[src/core/sbtc_pkg.sv]
/*
 * Shared constants for the sixteen-bit timer/counter: register indices
 * and byte addresses, control field positions, reset values, trigger
 * code and AXI4-Lite response codes.
 * Assumes a 32-bit AXI4-Lite bus with one register per aligned word.
 */
package sbtc_pkg;

    ////////////////////////////////////////////////////////////////////
    // Bus geometry
    localparam int unsigned SBTC_ADDR_W = 12;
    localparam int unsigned SBTC_DATA_W = 32;

    // Register indices; the byte address is four times the index
    localparam logic [11:0] SBTC_IDX_FLAGS = 12'h00c;
    localparam logic [11:0] SBTC_IDX_CNT_LO = 12'h00e;
    localparam logic [11:0] SBTC_IDX_CNT_HI = 12'h00f;
    localparam logic [11:0] SBTC_IDX_CTRL = 12'h010;
    localparam logic [11:0] SBTC_IDX_ENABLES = 12'h08c;
    localparam logic [11:0] SBTC_ADDR_FLAGS = SBTC_IDX_FLAGS << 2;
    localparam logic [11:0] SBTC_ADDR_CNT_LO = SBTC_IDX_CNT_LO << 2;
    localparam logic [11:0] SBTC_ADDR_CNT_HI = SBTC_IDX_CNT_HI << 2;
    localparam logic [11:0] SBTC_ADDR_CTRL = SBTC_IDX_CTRL << 2;
    localparam logic [11:0] SBTC_ADDR_ENABLES = SBTC_IDX_ENABLES << 2;

    // One-hot register select positions
    localparam int unsigned SBTC_SEL_FLAGS = 0;
    localparam int unsigned SBTC_SEL_CNT_LO = 1;
    localparam int unsigned SBTC_SEL_CNT_HI = 2;
    localparam int unsigned SBTC_SEL_CTRL = 3;
    localparam int unsigned SBTC_SEL_ENABLES = 4;
    localparam int unsigned SBTC_SEL_N = 5;

    ////////////////////////////////////////////////////////////////////
    // Control register fields
    localparam int unsigned SBTC_CTRL_RUN = 0;
    localparam int unsigned SBTC_CTRL_CS = 1;
    localparam int unsigned SBTC_CTRL_SYNC_DIS = 2;
    localparam int unsigned SBTC_CTRL_OSC_EN = 3;
    localparam int unsigned SBTC_CTRL_PSC_LO = 4;
    localparam int unsigned SBTC_CTRL_PSC_HI = 5;
    localparam logic [7:0] SBTC_CTRL_MASK = 8'h3f;
    localparam logic [7:0] SBTC_CTRL_RST = 8'h00;

    // Flag and enable registers: overflow lives in bit 0
    localparam int unsigned SBTC_OVF_BIT = 0;
    localparam logic [7:0] SBTC_IRQ_RST = 8'h00;

    // Count values
    localparam logic [15:0] SBTC_CNT_ZERO = 16'h0000;
    localparam logic [15:0] SBTC_CNT_MAX = 16'hffff;
    localparam logic [2:0] SBTC_PSC_ZERO = 3'h0;

    // Compare mode code that issues the special event trigger
    localparam logic [3:0] SBTC_TRIG_CODE = 4'hb;

    // Instruction clock is the core clock divided by four
    localparam int unsigned SBTC_INSTR_DIV = 4;
    localparam logic [1:0] SBTC_INSTR_LAST = 2'(SBTC_INSTR_DIV - 1);
    localparam int unsigned SBTC_LP_OSC_MAX_KHZ = 200;
    localparam int unsigned SBTC_CLK_MHZ = 125;

    // AXI4-Lite responses
    localparam logic [1:0] SBTC_RESP_OKAY = 2'b00;
    localparam logic [1:0] SBTC_RESP_SLVERR = 2'b10;

    // Counter-mode arming: a falling edge must precede counting
    typedef enum logic [2:0] {
        SBTC_ARM_OFF = 3'b001,
        SBTC_ARM_WAIT_FALL = 3'b010,
        SBTC_ARM_ARMED = 3'b100
    } sbtc_arm_t;

endpackage

[src/core/sbtc_timer.sv]
/*
 * Sixteen-bit timer/counter with prescaler, external pin counting,
 * sleep behaviour, compare-trigger clear and an AXI4-Lite register file.
 * Assumes one clock (aclk) with a synchronous active-low reset that acts
 * as the power-on reset; pins arrive asynchronously; sleep and compare
 * events come from logic on aclk.
 */
// Contract
// - Source select clear counts the instruction clock; sync bit ignored.
// - External counting on rising edges, only after a first falling edge.
// - External source is crystal pin if oscillator enabled, else count pin.
// - Synchronised mode resynchronises after the prescaler, a ripple divider; here the prescaler is a counter on aclk.
// - Synchronised counter mode in sleep: counter holds, prescaler counts.
// - Unsynchronised mode runs in sleep; enabled overflow wakes the core.
// - Unsynchronised count is not a valid capture or compare time base.
// - Count byte reads always return a coherent value.
// - Control bit 3 enables the low-power oscillator, kept in sleep.
// - Compare trigger with mode code 1011 clears the count to zero.
// - Trigger-driven clear never sets the overflow flag.
// - Trigger clear works in timer and synchronised counter modes.
// - A count write in the trigger cycle wins over the clear.
// - Count bytes are not cleared by any reset.
// - Control clears to zero on power-on reset only.
// - Any count byte write clears the prescaler.
// - Overflow flag and its enable sit in bit 0 of their registers.
// - Count wraps FFFFh to 0000h setting the flag; enable gates request.
// - Prescale field bits 5-4 select 1:1, 1:2, 1:4 or 1:8.
// - Control bit 2 set disables synchronisation, external source only.
`timescale 1ns/1ps

module sbtc_timer
    import sbtc_pkg::*;
(
    input wire logic aclk,
    input wire logic aresetn,
    input wire logic [11:0] s_axi_awaddr,
    input wire logic [2:0] s_axi_awprot,
    input wire logic s_axi_awvalid,
    output logic s_axi_awready,
    input wire logic [31:0] s_axi_wdata,
    input wire logic [3:0] s_axi_wstrb,
    input wire logic s_axi_wvalid,
    output logic s_axi_wready,
    output logic [1:0] s_axi_bresp,
    output logic s_axi_bvalid,
    input wire logic s_axi_bready,
    input wire logic [11:0] s_axi_araddr,
    input wire logic [2:0] s_axi_arprot,
    input wire logic s_axi_arvalid,
    output logic s_axi_arready,
    output logic [31:0] s_axi_rdata,
    output logic [1:0] s_axi_rresp,
    output logic s_axi_rvalid,
    input wire logic s_axi_rready,
    input wire logic external_count_pin,
    input wire logic crystal_input_pin,
    input wire logic sleep_mode,
    input wire logic compare_unit_a_event,
    input wire logic [3:0] compare_unit_a_mode,
    input wire logic compare_unit_b_event,
    input wire logic [3:0] compare_unit_b_mode,
    output logic [15:0] count_value,
    output logic time_base_valid,
    output logic low_power_osc_enable,
    output logic overflow_irq
);

    ////////////////////////////////////////////////////////////////////
    // Address decode shared by the read and write paths
    function automatic logic [SBTC_SEL_N-1:0] reg_sel(
        input logic [11:0] addr
    );
        logic [11:0] a;
        a = {addr[11:2], 2'b00};
        reg_sel = '0;
        reg_sel[SBTC_SEL_FLAGS] = (a == SBTC_ADDR_FLAGS);
        reg_sel[SBTC_SEL_CNT_LO] = (a == SBTC_ADDR_CNT_LO);
        reg_sel[SBTC_SEL_CNT_HI] = (a == SBTC_ADDR_CNT_HI);
        reg_sel[SBTC_SEL_CTRL] = (a == SBTC_ADDR_CTRL);
        reg_sel[SBTC_SEL_ENABLES] = (a == SBTC_ADDR_ENABLES);
    endfunction

    // Last prescaler count before an output tick
    function automatic logic [2:0] psc_last(input logic [1:0] sel);
        case (sel)
            2'b00: psc_last = 3'h0;
            2'b01: psc_last = 3'h1;
            2'b10: psc_last = 3'h3;
            default: psc_last = 3'h7;
        endcase
    endfunction

    logic aw_held_reg, w_held_reg, bvalid_reg, rvalid_reg;
    logic [11:0] aw_addr_reg;
    logic [31:0] w_data_reg;
    logic [3:0] w_strb_reg;
    logic [1:0] bresp_reg, rresp_reg;
    logic [31:0] rdata_reg;
    logic wr_fire;
    logic [SBTC_SEL_N-1:0] wr_sel, rd_sel;
    logic wr_flags, wr_lo, wr_hi, wr_ctrl, wr_en, cnt_wr;
    logic [7:0] ctrl_reg, en_reg;
    logic flag_reg, flag_next;
    logic [15:0] count_reg, count_next;
    logic [2:0] psc_reg;
    logic [1:0] div_reg;
    logic [2:0] ext_sync_reg, osc_sync_reg;
    logic ext_lvl_reg, osc_lvl_reg, src_lvl_prev_reg;
    logic sync_stage_reg, irq_reg;
    sbtc_arm_t arm_reg;
    logic run, cs, sync_dis, async_mode, src_lvl, rise, fall;
    logic instr_tick, src_tick, psc_out, inc, trig, trig_ok, ovf_evt;

    assign run = ctrl_reg[SBTC_CTRL_RUN];
    assign cs = ctrl_reg[SBTC_CTRL_CS];
    assign sync_dis = ctrl_reg[SBTC_CTRL_SYNC_DIS];
    // sync bit only matters with external source
    assign async_mode = cs & sync_dis;

    ////////////////////////////////////////////////////////////////////
    // AXI4-Lite write: address and data taken in either order
    assign s_axi_awready = !aw_held_reg && !bvalid_reg;
    assign s_axi_wready = !w_held_reg && !bvalid_reg;
    assign wr_fire = aw_held_reg && w_held_reg && !bvalid_reg;
    assign wr_sel = reg_sel(aw_addr_reg);
    assign wr_en = wr_fire && w_strb_reg[0];
    assign wr_flags = wr_en && wr_sel[SBTC_SEL_FLAGS];
    assign wr_lo = wr_en && wr_sel[SBTC_SEL_CNT_LO];
    assign wr_hi = wr_en && wr_sel[SBTC_SEL_CNT_HI];
    assign wr_ctrl = wr_en && wr_sel[SBTC_SEL_CTRL];
    assign cnt_wr = wr_lo || wr_hi;

    always_ff @(posedge aclk) begin
        if (!aresetn) begin
            aw_held_reg <= 1'b0;
            aw_addr_reg <= '0;
        end else if (s_axi_awvalid && s_axi_awready) begin
            aw_held_reg <= 1'b1;
            aw_addr_reg <= s_axi_awaddr;
        end else if (wr_fire) begin
            aw_held_reg <= 1'b0;
        end
    end

    always_ff @(posedge aclk) begin
        if (!aresetn) begin
            w_held_reg <= 1'b0;
            w_data_reg <= '0;
            w_strb_reg <= '0;
        end else if (s_axi_wvalid && s_axi_wready) begin
            w_held_reg <= 1'b1;
            w_data_reg <= s_axi_wdata;
            w_strb_reg <= s_axi_wstrb;
        end else if (wr_fire) begin
            w_held_reg <= 1'b0;
        end
    end

    // Response one cycle after both halves are held
    always_ff @(posedge aclk) begin
        if (!aresetn) begin
            bvalid_reg <= 1'b0;
            bresp_reg <= SBTC_RESP_OKAY;
        end else if (wr_fire) begin
            bvalid_reg <= 1'b1;
            bresp_reg <= (|wr_sel) ? SBTC_RESP_OKAY : SBTC_RESP_SLVERR;
        end else if (s_axi_bready) begin
            bvalid_reg <= 1'b0;
        end
    end
    assign s_axi_bvalid = bvalid_reg;
    assign s_axi_bresp = bresp_reg;

    ////////////////////////////////////////////////////////////////////
    // AXI4-Lite read: data one cycle after the address is taken
    assign s_axi_arready = !rvalid_reg;
    assign rd_sel = reg_sel(s_axi_araddr);

    // count is one aclk register, so reads are coherent
    always_ff @(posedge aclk) begin
        if (!aresetn) begin
            rvalid_reg <= 1'b0;
            rdata_reg <= '0;
            rresp_reg <= SBTC_RESP_OKAY;
        end else if (s_axi_arvalid && s_axi_arready) begin
            rvalid_reg <= 1'b1;
            rresp_reg <= (|rd_sel) ? SBTC_RESP_OKAY : SBTC_RESP_SLVERR;
            rdata_reg <= '0;
            if (rd_sel[SBTC_SEL_FLAGS])
                rdata_reg[SBTC_OVF_BIT] <= flag_reg;
            if (rd_sel[SBTC_SEL_CNT_LO])
                rdata_reg[7:0] <= count_reg[7:0];
            if (rd_sel[SBTC_SEL_CNT_HI])
                rdata_reg[7:0] <= count_reg[15:8];
            if (rd_sel[SBTC_SEL_CTRL])
                rdata_reg[7:0] <= ctrl_reg;
            if (rd_sel[SBTC_SEL_ENABLES])
                rdata_reg[7:0] <= en_reg;
        end else if (s_axi_rready) begin
            rvalid_reg <= 1'b0;
        end
    end
    assign s_axi_rvalid = rvalid_reg;
    assign s_axi_rdata = rdata_reg;
    assign s_axi_rresp = rresp_reg;

    ////////////////////////////////////////////////////////////////////
    // Control and enable registers
    // aresetn stands for power-on; control clears to zero
    always_ff @(posedge aclk) begin
        if (!aresetn)
            ctrl_reg <= SBTC_CTRL_RST;
        else if (wr_ctrl)
            ctrl_reg <= w_data_reg[7:0] & SBTC_CTRL_MASK;
    end

    // all eight enable bits are stored and read back; only bit 0, the overflow enable, is used
    always_ff @(posedge aclk) begin
        if (!aresetn)
            en_reg <= SBTC_IRQ_RST;
        else if (wr_en && wr_sel[SBTC_SEL_ENABLES])
            en_reg <= w_data_reg[7:0];
    end

    // oscillator enable drives the crystal amplifier
    assign low_power_osc_enable = ctrl_reg[SBTC_CTRL_OSC_EN];
    assign time_base_valid = !async_mode;

    ////////////////////////////////////////////////////////////////////
    // Pin synchronisers; a level counts once stages two and three agree
    always_ff @(posedge aclk) begin
        ext_sync_reg <= {ext_sync_reg[1:0], external_count_pin};
        osc_sync_reg <= {osc_sync_reg[1:0], crystal_input_pin};
    end

    always_ff @(posedge aclk) begin
        if (!aresetn) begin
            ext_lvl_reg <= 1'b0;
            osc_lvl_reg <= 1'b0;
        end else begin
            if (ext_sync_reg[1] == ext_sync_reg[2])
                ext_lvl_reg <= ext_sync_reg[2];
            if (osc_sync_reg[1] == osc_sync_reg[2])
                osc_lvl_reg <= osc_sync_reg[2];
        end
    end

    // oscillator enable picks the crystal input
    assign src_lvl = ctrl_reg[SBTC_CTRL_OSC_EN] ? osc_lvl_reg : ext_lvl_reg;

    always_ff @(posedge aclk) begin
        if (!aresetn)
            src_lvl_prev_reg <= 1'b0;
        else
            src_lvl_prev_reg <= src_lvl;
    end
    assign rise = src_lvl && !src_lvl_prev_reg;
    assign fall = !src_lvl && src_lvl_prev_reg;

    ////////////////////////////////////////////////////////////////////
    // arm only after a falling edge once enabled
    always_ff @(posedge aclk) begin
        if (!aresetn || !run || !cs) begin
            arm_reg <= SBTC_ARM_OFF;
        end else begin
            case (arm_reg)
                SBTC_ARM_OFF: arm_reg <= SBTC_ARM_WAIT_FALL;
                SBTC_ARM_WAIT_FALL:
                    if (fall)
                        arm_reg <= SBTC_ARM_ARMED;
                SBTC_ARM_ARMED: arm_reg <= SBTC_ARM_ARMED;
                default: arm_reg <= SBTC_ARM_OFF;
            endcase
        end
    end

    // Instruction clock divider; stops in sleep like the core oscillator
    always_ff @(posedge aclk) begin
        if (!aresetn)
            div_reg <= '0;
        else if (!sleep_mode)
            div_reg <= (div_reg == SBTC_INSTR_LAST) ? 2'b00 : div_reg + 2'b01;
    end
    assign instr_tick = !sleep_mode && (div_reg == SBTC_INSTR_LAST);

    // timer mode counts instruction ticks, sync bit ignored
    assign src_tick = run && (cs ? (rise && arm_reg == SBTC_ARM_ARMED)
                                 : instr_tick);

    ////////////////////////////////////////////////////////////////////
    // Prescaler: modelled on aclk rather than as a true ripple divider
    // division ratio from the prescale field
    assign psc_out = src_tick &&
        (psc_reg == psc_last(ctrl_reg[SBTC_CTRL_PSC_HI:SBTC_CTRL_PSC_LO]));

    always_ff @(posedge aclk) begin
        if (!aresetn || cnt_wr)
            psc_reg <= SBTC_PSC_ZERO;
        else if (psc_out)
            psc_reg <= SBTC_PSC_ZERO;
        else if (src_tick)
            psc_reg <= psc_reg + 3'h1;
    end

    // stage is shut off in sleep so the counter holds
    always_ff @(posedge aclk) begin
        if (!aresetn)
            sync_stage_reg <= 1'b0;
        else
            sync_stage_reg <= psc_out && cs && !sync_dis && !sleep_mode;
    end

    // unsynchronised path bypasses the stage and ignores sleep
    assign inc = cs ? (sync_dis ? psc_out : sync_stage_reg) : psc_out;

    ////////////////////////////////////////////////////////////////////
    // trigger from either compare unit in code 1011
    assign trig = (compare_unit_a_event &&
                   compare_unit_a_mode == SBTC_TRIG_CODE) ||
                  (compare_unit_b_event &&
                   compare_unit_b_mode == SBTC_TRIG_CODE);
    // trigger clear is withheld in unsynchronised mode
    assign trig_ok = trig && !async_mode;

    // writes first, then trigger, then increment
    always_comb begin
        count_next = count_reg;
        ovf_evt = 1'b0;
        if (cnt_wr) begin
            if (wr_lo)
                count_next[7:0] = w_data_reg[7:0];
            if (wr_hi)
                count_next[15:8] = w_data_reg[7:0];
        end else if (trig_ok) begin
            count_next = SBTC_CNT_ZERO;
        end else if (inc) begin
            // wrap to zero marks an overflow
            count_next = count_reg + 16'h0001;
            ovf_evt = (count_reg == SBTC_CNT_MAX);
        end
    end

    // count bytes have no reset term
    always_ff @(posedge aclk) begin
        count_reg <= count_next;
    end
    assign count_value = count_reg;

    // only a real wrap or a flag write of 1 sets the flag; set wins over clear
    always_comb begin
        flag_next = flag_reg;
        if (wr_flags)
            flag_next = w_data_reg[SBTC_OVF_BIT];
        if (ovf_evt)
            flag_next = 1'b1;
    end

    always_ff @(posedge aclk) begin
        if (!aresetn)
            flag_reg <= 1'b0;
        else
            flag_reg <= flag_next;
    end

    // request only while enabled; also serves as sleep wake
    always_ff @(posedge aclk) begin
        if (!aresetn)
            irq_reg <= 1'b0;
        else
            irq_reg <= flag_next && en_reg[SBTC_OVF_BIT];
    end
    assign overflow_irq = irq_reg;

    // Count bytes power up unknown; the stopped-hold check waits until both are set
    logic [1:0] cnt_known_reg;
    always_ff @(posedge aclk) begin
        if (!aresetn)
            cnt_known_reg <= 2'b00;
        else if (trig_ok && !cnt_wr)
            cnt_known_reg <= 2'b11;
        else
            cnt_known_reg <= cnt_known_reg | {wr_hi, wr_lo};
    end
endmodule

[config.mk]
export PLATFORM = sky130hd
export DESIGN_NAME = sbtc_timer
export DESIGN_NICKNAME = d
export VERILOG_FILES = /design/src/core/sbtc_pkg.sv /design/src/core/sbtc_timer.sv
export SDC_FILE = /design/constraint.sdc
export NUM_CORES = 1
export LEC_CHECK = 0
export ABC_AREA = 1
export BUFFER_PORTS_ARGS = -buffer_cell sky130_fd_sc_hd__buf_2
export CAP_MARGIN = 20
export CORE_AREA = 5 5 103 105
export DETAILED_ROUTE_END_ITERATION = 7
export DIE_AREA = 0 0 108 110
export PLACE_DENSITY = 0.77
export SETUP_SLACK_MARGIN = 0.05
export SLEW_MARGIN = 20
export SYNTH_ARGS = -nofsm -noshare
export SYNTH_HDL_FRONTEND = slang
export SYNTH_SLANG_ARGS = --single-unit
[constraint.sdc]
create_clock -name aclk -period 2 [get_ports aclk]
set_input_delay 0.3 -clock aclk [delete_from_list [all_inputs] [get_ports aclk]]
set_output_delay 0.3 -clock aclk [all_outputs]
set_load 0.02 [all_outputs]
* After elaboration in Yosys (flattened, before gate mapping)
Cells that the tools add are included.
** Operators by class
- $add $sub $neg :: 3
- Multipliers :: 0
- Divide/modulo/power cells :: 0
- $lt $le $gt $ge :: 0
- Equal/unequal tests :: 25
- Shift operators :: 0
- Multiplexer cells :: 32
- Bitwise logic cells :: 1
- Reduce and logical (&&, ||, !) cells :: 54
** Operators by type and width (count)
- $eq A10 B4 Y1 const B :: 6
- $mux W16 :: 3
- $mux W8 :: 6
- $logic_and A1 B1 Y1 :: 26
- $eq A10 B5 Y1 const B :: 2
- $eq A10 B8 Y1 const B :: 2
- $pmux W3 S3 :: 2
- $mux W1 :: 17
- $add A16 B1 Y16 const B :: 1
- $eq A16 B16 Y1 const B :: 1
- $logic_not A1 Y1 :: 12
- $reduce_or A5 Y1 :: 2
- $eq A4 B4 Y1 const B :: 2
- $reduce_bool A2 Y1 :: 4
- $mux W2 :: 3
- $ne A2 B2 Y1 const B :: 3
- $logic_or A1 B1 Y1 :: 5
- $eq A2 B2 Y1 const B :: 2
- $reduce_and A2 Y1 :: 2
- $add A3 B1 Y3 const B :: 1
- $eq A3 B1 Y1 const B :: 1
- $eq A3 B2 Y1 const B :: 1
- $eq A3 B3 Y1 :: 1
- $eq A3 B3 Y1 const B :: 1
- 8 further kinds :: 9
** Storage, ports and cells
- Flip-flop bits (word level) :: 87
- Latch bits :: 0
- Memory bits (writable) :: 0
- Memory bits (read-only) :: 0
- Bits of input ports :: 86
- Output and inout port bits :: 60
- Word-level logic and storage cells :: 140
- Memories :: 0

* Logic depth before layout (Yosys ltp)
Gate-level depths: netlist of run 1.
- Depth after elaboration :: 13
- Gate-level depth with buffers :: 12
- Depth with buffers taken out :: 12

* Worst setup path after synthesis of run 1
No wires, ideal clock.
- Path type :: register -> register
- From :: register count_reg[0], in the netlist count_value[0]
- To :: register count_reg[12], in the netlist count_value[12], data pin
- Setup time :: 264 ps
- Arrival time :: 1471 ps
- Data required time :: 1736 ps
- Slack :: 265 ps
- Cell stages (with the launch flop) :: 9
- Buffers on the path :: 0
- Clock period less this slack :: 1735 ps
- Path through :: edfxtp_1 -> ha_1 -> nand2_1 -> nor2_1 -> nand2_1 -> nor2_1 -> nand3_1 -> o221ai_1 -> o21ai_1
** On the way
- Word-level cells in the longest chain between the ends :: 4
** Ends and longest elaborated chain
- start: declaration :: line sbtc_timer.sv:104 : logic [15:0] count_reg, count_next;
- start signal: assignment :: line sbtc_timer.sv:345 : count_reg <= count_next;
- $add A16 B1 Y16 :: line sbtc_timer.sv:338 : count_next = count_reg + 16'h0001;
- $mux W16 :: line sbtc_timer.sv:336 : end else if (inc) begin
- $mux W16 :: line sbtc_timer.sv:334 : end else if (trig_ok) begin
- $mux W16 :: line sbtc_timer.sv:329 : if (cnt_wr) begin
- net count_next[12] :: line sbtc_timer.sv:104
The timed path passes the listed nets, and every way through them passes these cells. The select of a mux whose other input is x is not followed.
A chain may end at the register's enable or synchronous reset.

* Worst setup path in the final report of run 1
Ends and elaborated chain as after synthesis.

==> flow_summary.toml, run 1 <==
[status]
outcome = "completed"

[power]
p_total_uw = 3370
pwr_density_cell_mw_per_mm2 = 689
vdd_drop_max_mv = 0.366
p_leak_uw = 0.00218

[clocking]
cts_sinks = 83
cts_htree_levels = 3
clockBufferDepth = 2
clk_pin_slew_ns = 0.09
clk-insertion-delay-late_ns = 0.35
cts_tree = "built"
cts_root_buffer = "clkbuf_8"
postCtsSetupRepairBufs = 0
numCtsBuffers = 9
cts_hold_buf = 0

[synth]
synth_fa_ha_area_share_pct = 0.890
syn_inst = 552
synthFlopType = "dfxtp_1"
synth_area_sq_mm = 0.00422
seq_area_frac_synth_pct = 43.2
synthSimpleGateAreaFrac_pct = 24.5
yosys.area.top_type_share_pct = 31.8
synth_area_leader_cell = "dfxtp_1"
synth_top_family_by_area = "simple AND/OR/NAND/NOR gates"
synth.area.mux_share_pct = 0
yosysUniqueCellTypes = 49
yosys-top-cells-area = "dfxtp_1 32%, edfxtp_1 11%, nand2_1 7.4%"
synth_compound_area_share_pct = 18.2
synth_edf_count = 16
synth-warning-count = 0
syn_area_per_cell_sq_um = 7.64
ys_ff_latch = 83
ys_async_sr_fraction_pct = 0
synth_xor_area_share_pct = 0.415

[worst_setup_path]
critPathKind = "reg -> reg"
crit_slowest_cell = "edfxtp_1"
cpPeakStageDelay_ns = 0.37
required_ns = 2.10
end_kind = "register"
crit_fanout = 4
cp_cell_sequence = "ha_1 -> nand2_1 -> nor2_1 -> nand2_1 -> nor2_1 -> nand3_1 -> o221ai_1 -> o21ai_1"
startpoint_type = "register"
r2r-start = "count_value[0]$_DFFE_PP_"
r2r_setup_slack_ns = 0.20
worst_r2r_endpoint = "count_value[12]$_DFFE_PP_"
reg2reg_depth = 8
worst-path-buf-inv = 0
cp-startpoint = "count_value[0]$_DFFE_PP_"
cp_top_family = "simple AND/OR/NAND/NOR gates"
cp-endpoint = "count_value[12]$_DFFE_PP_"
critical_path_arrival_ns = 1.90
cp.depth = 8

[final_layout]
layout_common_cells = "82 x nand2_1, 82 x buf_2, 67 x dfxtp_1"
fin_cells = 779
fill_cells = 926
fin_util_pct = 51.2
synthToLayoutAreaGrowth_pct = 15.9
n_antenna_cell = 0
drive_gt1_share_pct = 22.0
largest_reg_flops = 16
nets = 730

[sta]
fin_setup_tns_ns = 0
fin_crit_sh_pct = 90.0
maxSlewHeadroom_pct = 63.3
drv_slew = 0
finClkSkew_ns = 0.0131
worst_slew_pin_slew_ns = 0.549
holdWs_ns = 0.0392
setup_violations = 0
rsz0062_at_grt = "no"
layout_min_cycle_time_ns = 1.80
finalHoldViolCount = 0
fmax_mhz = 555

[routing]
vias_per_cell = 5.10
via_count = 3974
drc = 0
ant_nets = 0
routed_wl_um = 10500
dr.pass1.iters = 5
drtIter0Drc = 256
wl_per_cell_um = 13.5

[floorplan]
die_h_um = 110
die-area_sq_mm = 0.0119
io_pins = 146
row_count = 36
start_util_pct = 44.2
core_area_sq_mm = 0.00955
die_w_um = 108

[worst_hold_path]
hold_class = "in -> reg"

[global_routing]
grt_pass1_wl_um = 16700
grt_overflow = 0
grt_max_degree = 44
antenna_found_initial = 0
grt_pass1_vias = 3676
grtUsageTotal_pct = 17.7

[placement]
place_congestion = 1.00
place_inst = 763
io_buffers = 82
place_hpwl_um = 8180

[flow_run]
drv_cap = 0
[area by class of cell]
type | instances | area [sq um] | share of cell area, %
sequential | 83 | 1820 | 37.3
inverter | 73 | 277 | 5.66
clock inverter | 7 | 61.3 | 1.25
tap | 133 | 166 | 3.40
timing repair buffer | 91 | 478 | 9.77
multi-input combinational | 383 | 1960 | 40.1
clock buffer | 9 | 124 | 2.53
[through the flow]
stage          setup slack, ns  cell area (sq um)
3_3_place_gp             0.128               4700
3_5_place_dp            0.0627               4700
5_1_grt                 0.0554               4890
6_report                 0.199               4890
2_1_floorplan            0.265               4310
4_1_cts                 0.0542               4880
[routing by layer]
layer	vias to the layer above	track usage (%)	part of all wire (%)
li1	1981	-	-
met1	1788	21.5	43
met2	176	29.2	46
met3	29	4.37	8.4
met4	0	8.75	3.5
met5	-	0	0
[report_power, final]
part	internal, uW	leakage (uW)	switching (uW)
logic	130	0.00139	294
clock network	474	0.0000936	653
registers	1770	0.000695	46.5
total	2380	0.00218	994
[timing repair]
item / CTS / global route
cloned: 0 / 0
pin swaps: 0 / 0
gates resized for setup: 1 / 3
setup endpoints to repair: 8 / 16
[cell families after synthesis]
kind of cell             Yosys count
buffers and inverters            111
AO/OA/AOI/OAI                    140
other                              1
AND/OR/NAND/NOR                  212
adder cells (fa/ha/maj)            3
XOR/XNOR                           2
flip-flops                        83
[how the worst min path moves through the flow]
| stage | endpoint | from | depth (start not counted) |
|---|---|---|---|
| global route | osc_sync_reg[0]$_DFF_P_ | crystal_input_pin | 1 |
| CTS | ext_sync_reg[0]$_DFF_P_ | external_count_pin | 1 |
| finish | ext_sync_reg[0]$_DFF_P_ | external_count_pin | 1 |
| global placement | ext_sync_reg[1]$_DFF_P_ | ext_sync_reg[0]$_DFF_P_ | 0 |
| detailed placement | ext_sync_reg[1]$_DFF_P_ | ext_sync_reg[0]$_DFF_P_ | 0 |
| floorplan | ext_sync_reg[1]$_DFF_P_ | ext_sync_reg[0]$_DFF_P_ | 0 |
[Yosys cell counts, types with 2 or more instances]
| library cell | number |
|---|---|
| nand2_1 | 83 |
| dfxtp_1 | 67 |
| inv_1 | 67 |
| o21ai_0 | 60 |
| nor2_1 | 56 |
| a21oi_1 | 49 |
| nand3_1 | 27 |
| buf_4 | 26 |
| edfxtp_1 | 16 |
| nand4_1 | 12 |
| nor3_1 | 9 |
| clkbuf_1 | 8 |
| o22ai_1 | 8 |
| inv_2 | 5 |
| nor2_2 | 4 |
| ha_1 | 3 |
| nor2_4 | 3 |
| nor3_2 | 3 |
| o211ai_1 | 3 |
| o21ai_1 | 3 |
| a21oi_2 | 2 |
| a31oi_1 | 2 |
| buf_2 | 2 |
| buf_6 | 2 |
| nand3_4 | 2 |
| nor4_1 | 2 |
| o21a_1 | 2 |
| o21ai_2 | 2 |
| o221ai_1 | 2 |
| o31ai_1 | 2 |
| xor2_1 | 2 |
(Power assumes the default switching activity.)
==> inputs of run 2 (changes only) <==
Settings changed: ABC_AREA 1 to not set, CORE_AREA 5 5 103 105 to 5 5 102 104, DIE_AREA 0 0 108 110 to 0 0 107 109, SLEW_MARGIN 20 to not set.
==> run 2 against run 1 <==
The run now ends with negative setup slack left; clock power about the same; final cell count shrank 15%; fmax down 12%; global-route usage is 0.80 points lower; sequential cell count is the same; highest routed layer unchanged.
==> flow_summary.toml, run 2 <==
[status]
outcome = "complete, but fails checks"
violations = "negative setup slack"

[routing]
route.met2.wl_um = 4890
dr_wl_met3_um = 602
via_count = 3427
routed_wl_um = 9840
drtIter0Drc = 171
ant_nets = 0
wl_per_cell_um = 14.8
drt-met1-wl_um = 4330
vias_per_cell = 5.17
routed.top_layer = "met4"
drc = 0
dr.pass1.iters = 5

[clocking]
cts_hold_buf = 0
cts_sinks = 83
numCtsBuffers = 9
cts_tree = "built"
cts_root_buffer = "clkbuf_8"
clockBufferDepth = 2
clk_pin_slew_ns = 0.09
cts_htree_levels = 3
clk-insertion-delay-late_ns = 0.36

[placement]
io_buffers = 82
place_area_sq_mm = 0.00471
place_hpwl_um = 7800
place_congestion = 0.830

[floorplan]
die_w_um = 107
die_h_um = 109
io_pins = 146
core_area_sq_mm = 0.00946
die-area_sq_mm = 0.0117
row_count = 36
start_util_pct = 43.4

[synth]
syn_inst = 437
synth_compound_area_share_pct = 15.8
yosysUniqueCellTypes = 59
synthFlopType = "dfxtp_1"
synth_area_sq_mm = 0.00411
yosys-top-cells-area = "dfxtp_1 33%, edfxtp_1 12%, mux2i_1 6.3%"
yosys.area.top_type_share_pct = 32.7
syn_area_per_cell_sq_um = 9.39
synth_edf_count = 16
synth_area_leader_cell = "dfxtp_1"
ys_async_sr_fraction_pct = 0
synthSimpleGateAreaFrac_pct = 21.6
synth_top_family_by_area = "simple AND/OR/NAND/NOR gates"
seq_area_frac_synth_pct = 44.4
synth_most_common_cell = "nand2_1"
ys_ff_latch = 83
synth-warning-count = 0
synth_xor_area_share_pct = 3.20
synth.area.mux_share_pct = 6.89
ys_top_cells_by_count = "69 x nand2_1, 67 x dfxtp_1, 27 x buf_4"
synth_fa_ha_area_share_pct = 0.914

[power]
p_total_uw = 3320
pwr_density_cell_mw_per_mm2 = 670
p_sw_share_pct = 28.1
p_leak_uw = 0.00202
p_seq_share_pct = 54.7
power.switching_uw = 933
pwr-share-clk_pct = 34.1
vdd_drop_max_mv = 0.342
comb_power_share_pct = 11.3
internal_power_uw = 2380

[worst_setup_path]
cp_cell_sequence = "or3_4 -> o32a_1 -> a211oi_2 -> or3b_1 -> a21boi_4 -> buf_12"
critical_path_arrival_ns = 2.11
required_ns = 2.06
end_kind = "register"
cpPeakStageDelay_ns = 0.38
critPathKind = "reg -> reg"
cp_top_family = "compound AO/OA/AOI/OAI gates"
crit_slowest_cell = "or3_4"
worst-path-buf-inv = 1
crit_fanout = 8
startpoint_type = "register"

[sta]
setup_violations = 16
finClkSkew_ns = 0.0177
maxSlewHeadroom_pct = 63.6
rsz0062_at_grt = "yes"
layout_min_cycle_time_ns = 2.05
drv_slew = 0
finalHoldViolCount = 0
fmax_mhz = 488
setup_ws_ns = -0.0489
fin_crit_sh_pct = 102
worst_slew_pin_slew_ns = 0.545

[global_routing]
grt_max_degree = 28
grt_pass1_wl_um = 15800
grt_pass1_vias = 3282
grt_overflow = 0
antenna_found_initial = 0
grtUsageTotal_pct = 16.9

[final_layout]
synthToLayoutAreaGrowth_pct = 20.6
drive_gt1_share_pct = 26.6
n_antenna_cell = 0
final_common_cell = "buf_2"
final_area_sq_mm = 0.00495
layout_common_cells = "82 x buf_2, 69 x nand2_1, 65 x dfxtp_1"
nets = 633
largest_reg_flops = 16

[flow_run]
drv_cap = 0

[worst_hold_path]
hold_class = "in -> reg"
==> run 2: cell types whose count changed after synthesis, sizes merged, moves of 6 or more <==
cell,change
and2,+7
o21ai,-35
nand4,-9
xnor2,+8
nand2,-16
nor2b,+19
a21oi,-44
nand3,-16
o22ai,-6
mux2i,+26
nor2,-52
a21boi,+29
inv,-61
==> run 2: logic make-up after synthesis <==
| kind of cell | count (synthesis) |
|---|---|
| AO/OA/AOI/OAI | 93 |
| XOR/XNOR | 15 |
| adder cells (fa/ha/maj) | 3 |
| buffers and inverters | 51 |
| flip-flops | 83 |
| multiplexers | 28 |
| other | 1 |
| AND/OR/NAND/NOR | 163 |
==> run 2: final timing paths <==
| check | from | endpoint | slack (ns) | cells past startpoint |
|---|---|---|---|---|
| worst max-delay path | psc_reg[1]$_SDFFE_PP0P_ | count_value[12]$_DFFE_PP_ | -0.05 | 6 |
| worst min-delay path | crystal_input_pin | osc_sync_reg[0]$_DFF_P_ | 0.04 | 1 |
| worst max register to register | psc_reg[1]$_SDFFE_PP0P_ | count_value[12]$_DFFE_PP_ | -0.05 | 6 |
| worst min register to register | ext_sync_reg[0]$_DFF_P_ | ext_sync_reg[1]$_DFF_P_ | 0.33 | 0 |
==> run 2: timing repair <==
action / 4_1_cts / 5_1_grt
resized for setup: 1 / 1
setup buffers: 2 / 1
endpoints found under the hold margin: 0 / 0
setup endpoints to repair: 16 / 30
pin swaps: 2 / 0
==> run 2: layout make-up <==
class	instances	area (sq um)
Fill cell	884	4510
Sequential cell	83	1820
Tap cell	114	143
Timing Repair Buffer	110	646
Clock inverter	7	58.8
Inverter	12	46.3
Multi-Input combinational cell	328	2110
Clock buffer	9	124
==> run 2: stage by stage <==
step | hold WS [ns] | instances | setup slack, ns | util (%) | TNS, ns
final | 0.0413 | 663 | -0.0489 | 52.3 | -0.516
after global placement | 0.311 | 644 | -0.0975 | 49.8 | -1.27
after detailed placement | 0.312 | 644 | -0.135 | 49.8 | -1.92
after global routing | 0.0179 | 663 | -0.139 | 52.3 | -1.98
after floorplan | 0.310 | 462 | 0.0318 | - | 0
after CTS | 0.0292 | 662 | -0.0460 | 52.2 | -0.539
==> run 2: per-layer routing <==
metal	vias to the layer above	track usage (%)
met1	1604	21.9
met3	2	2.72
met2	106	29.5
met5	-	0
met4	0	3.93
li1	1715	-
==> run 2: power groups by stage <==
stage	Combinational (uW)	Sequential (uW)	Clock (uW)
floorplan	262	1860	0
global placement	356	1850	0
detailed placement	367	1850	0
CTS	374	1810	1150
global route	417	1820	1210
finish	373	1810	1130
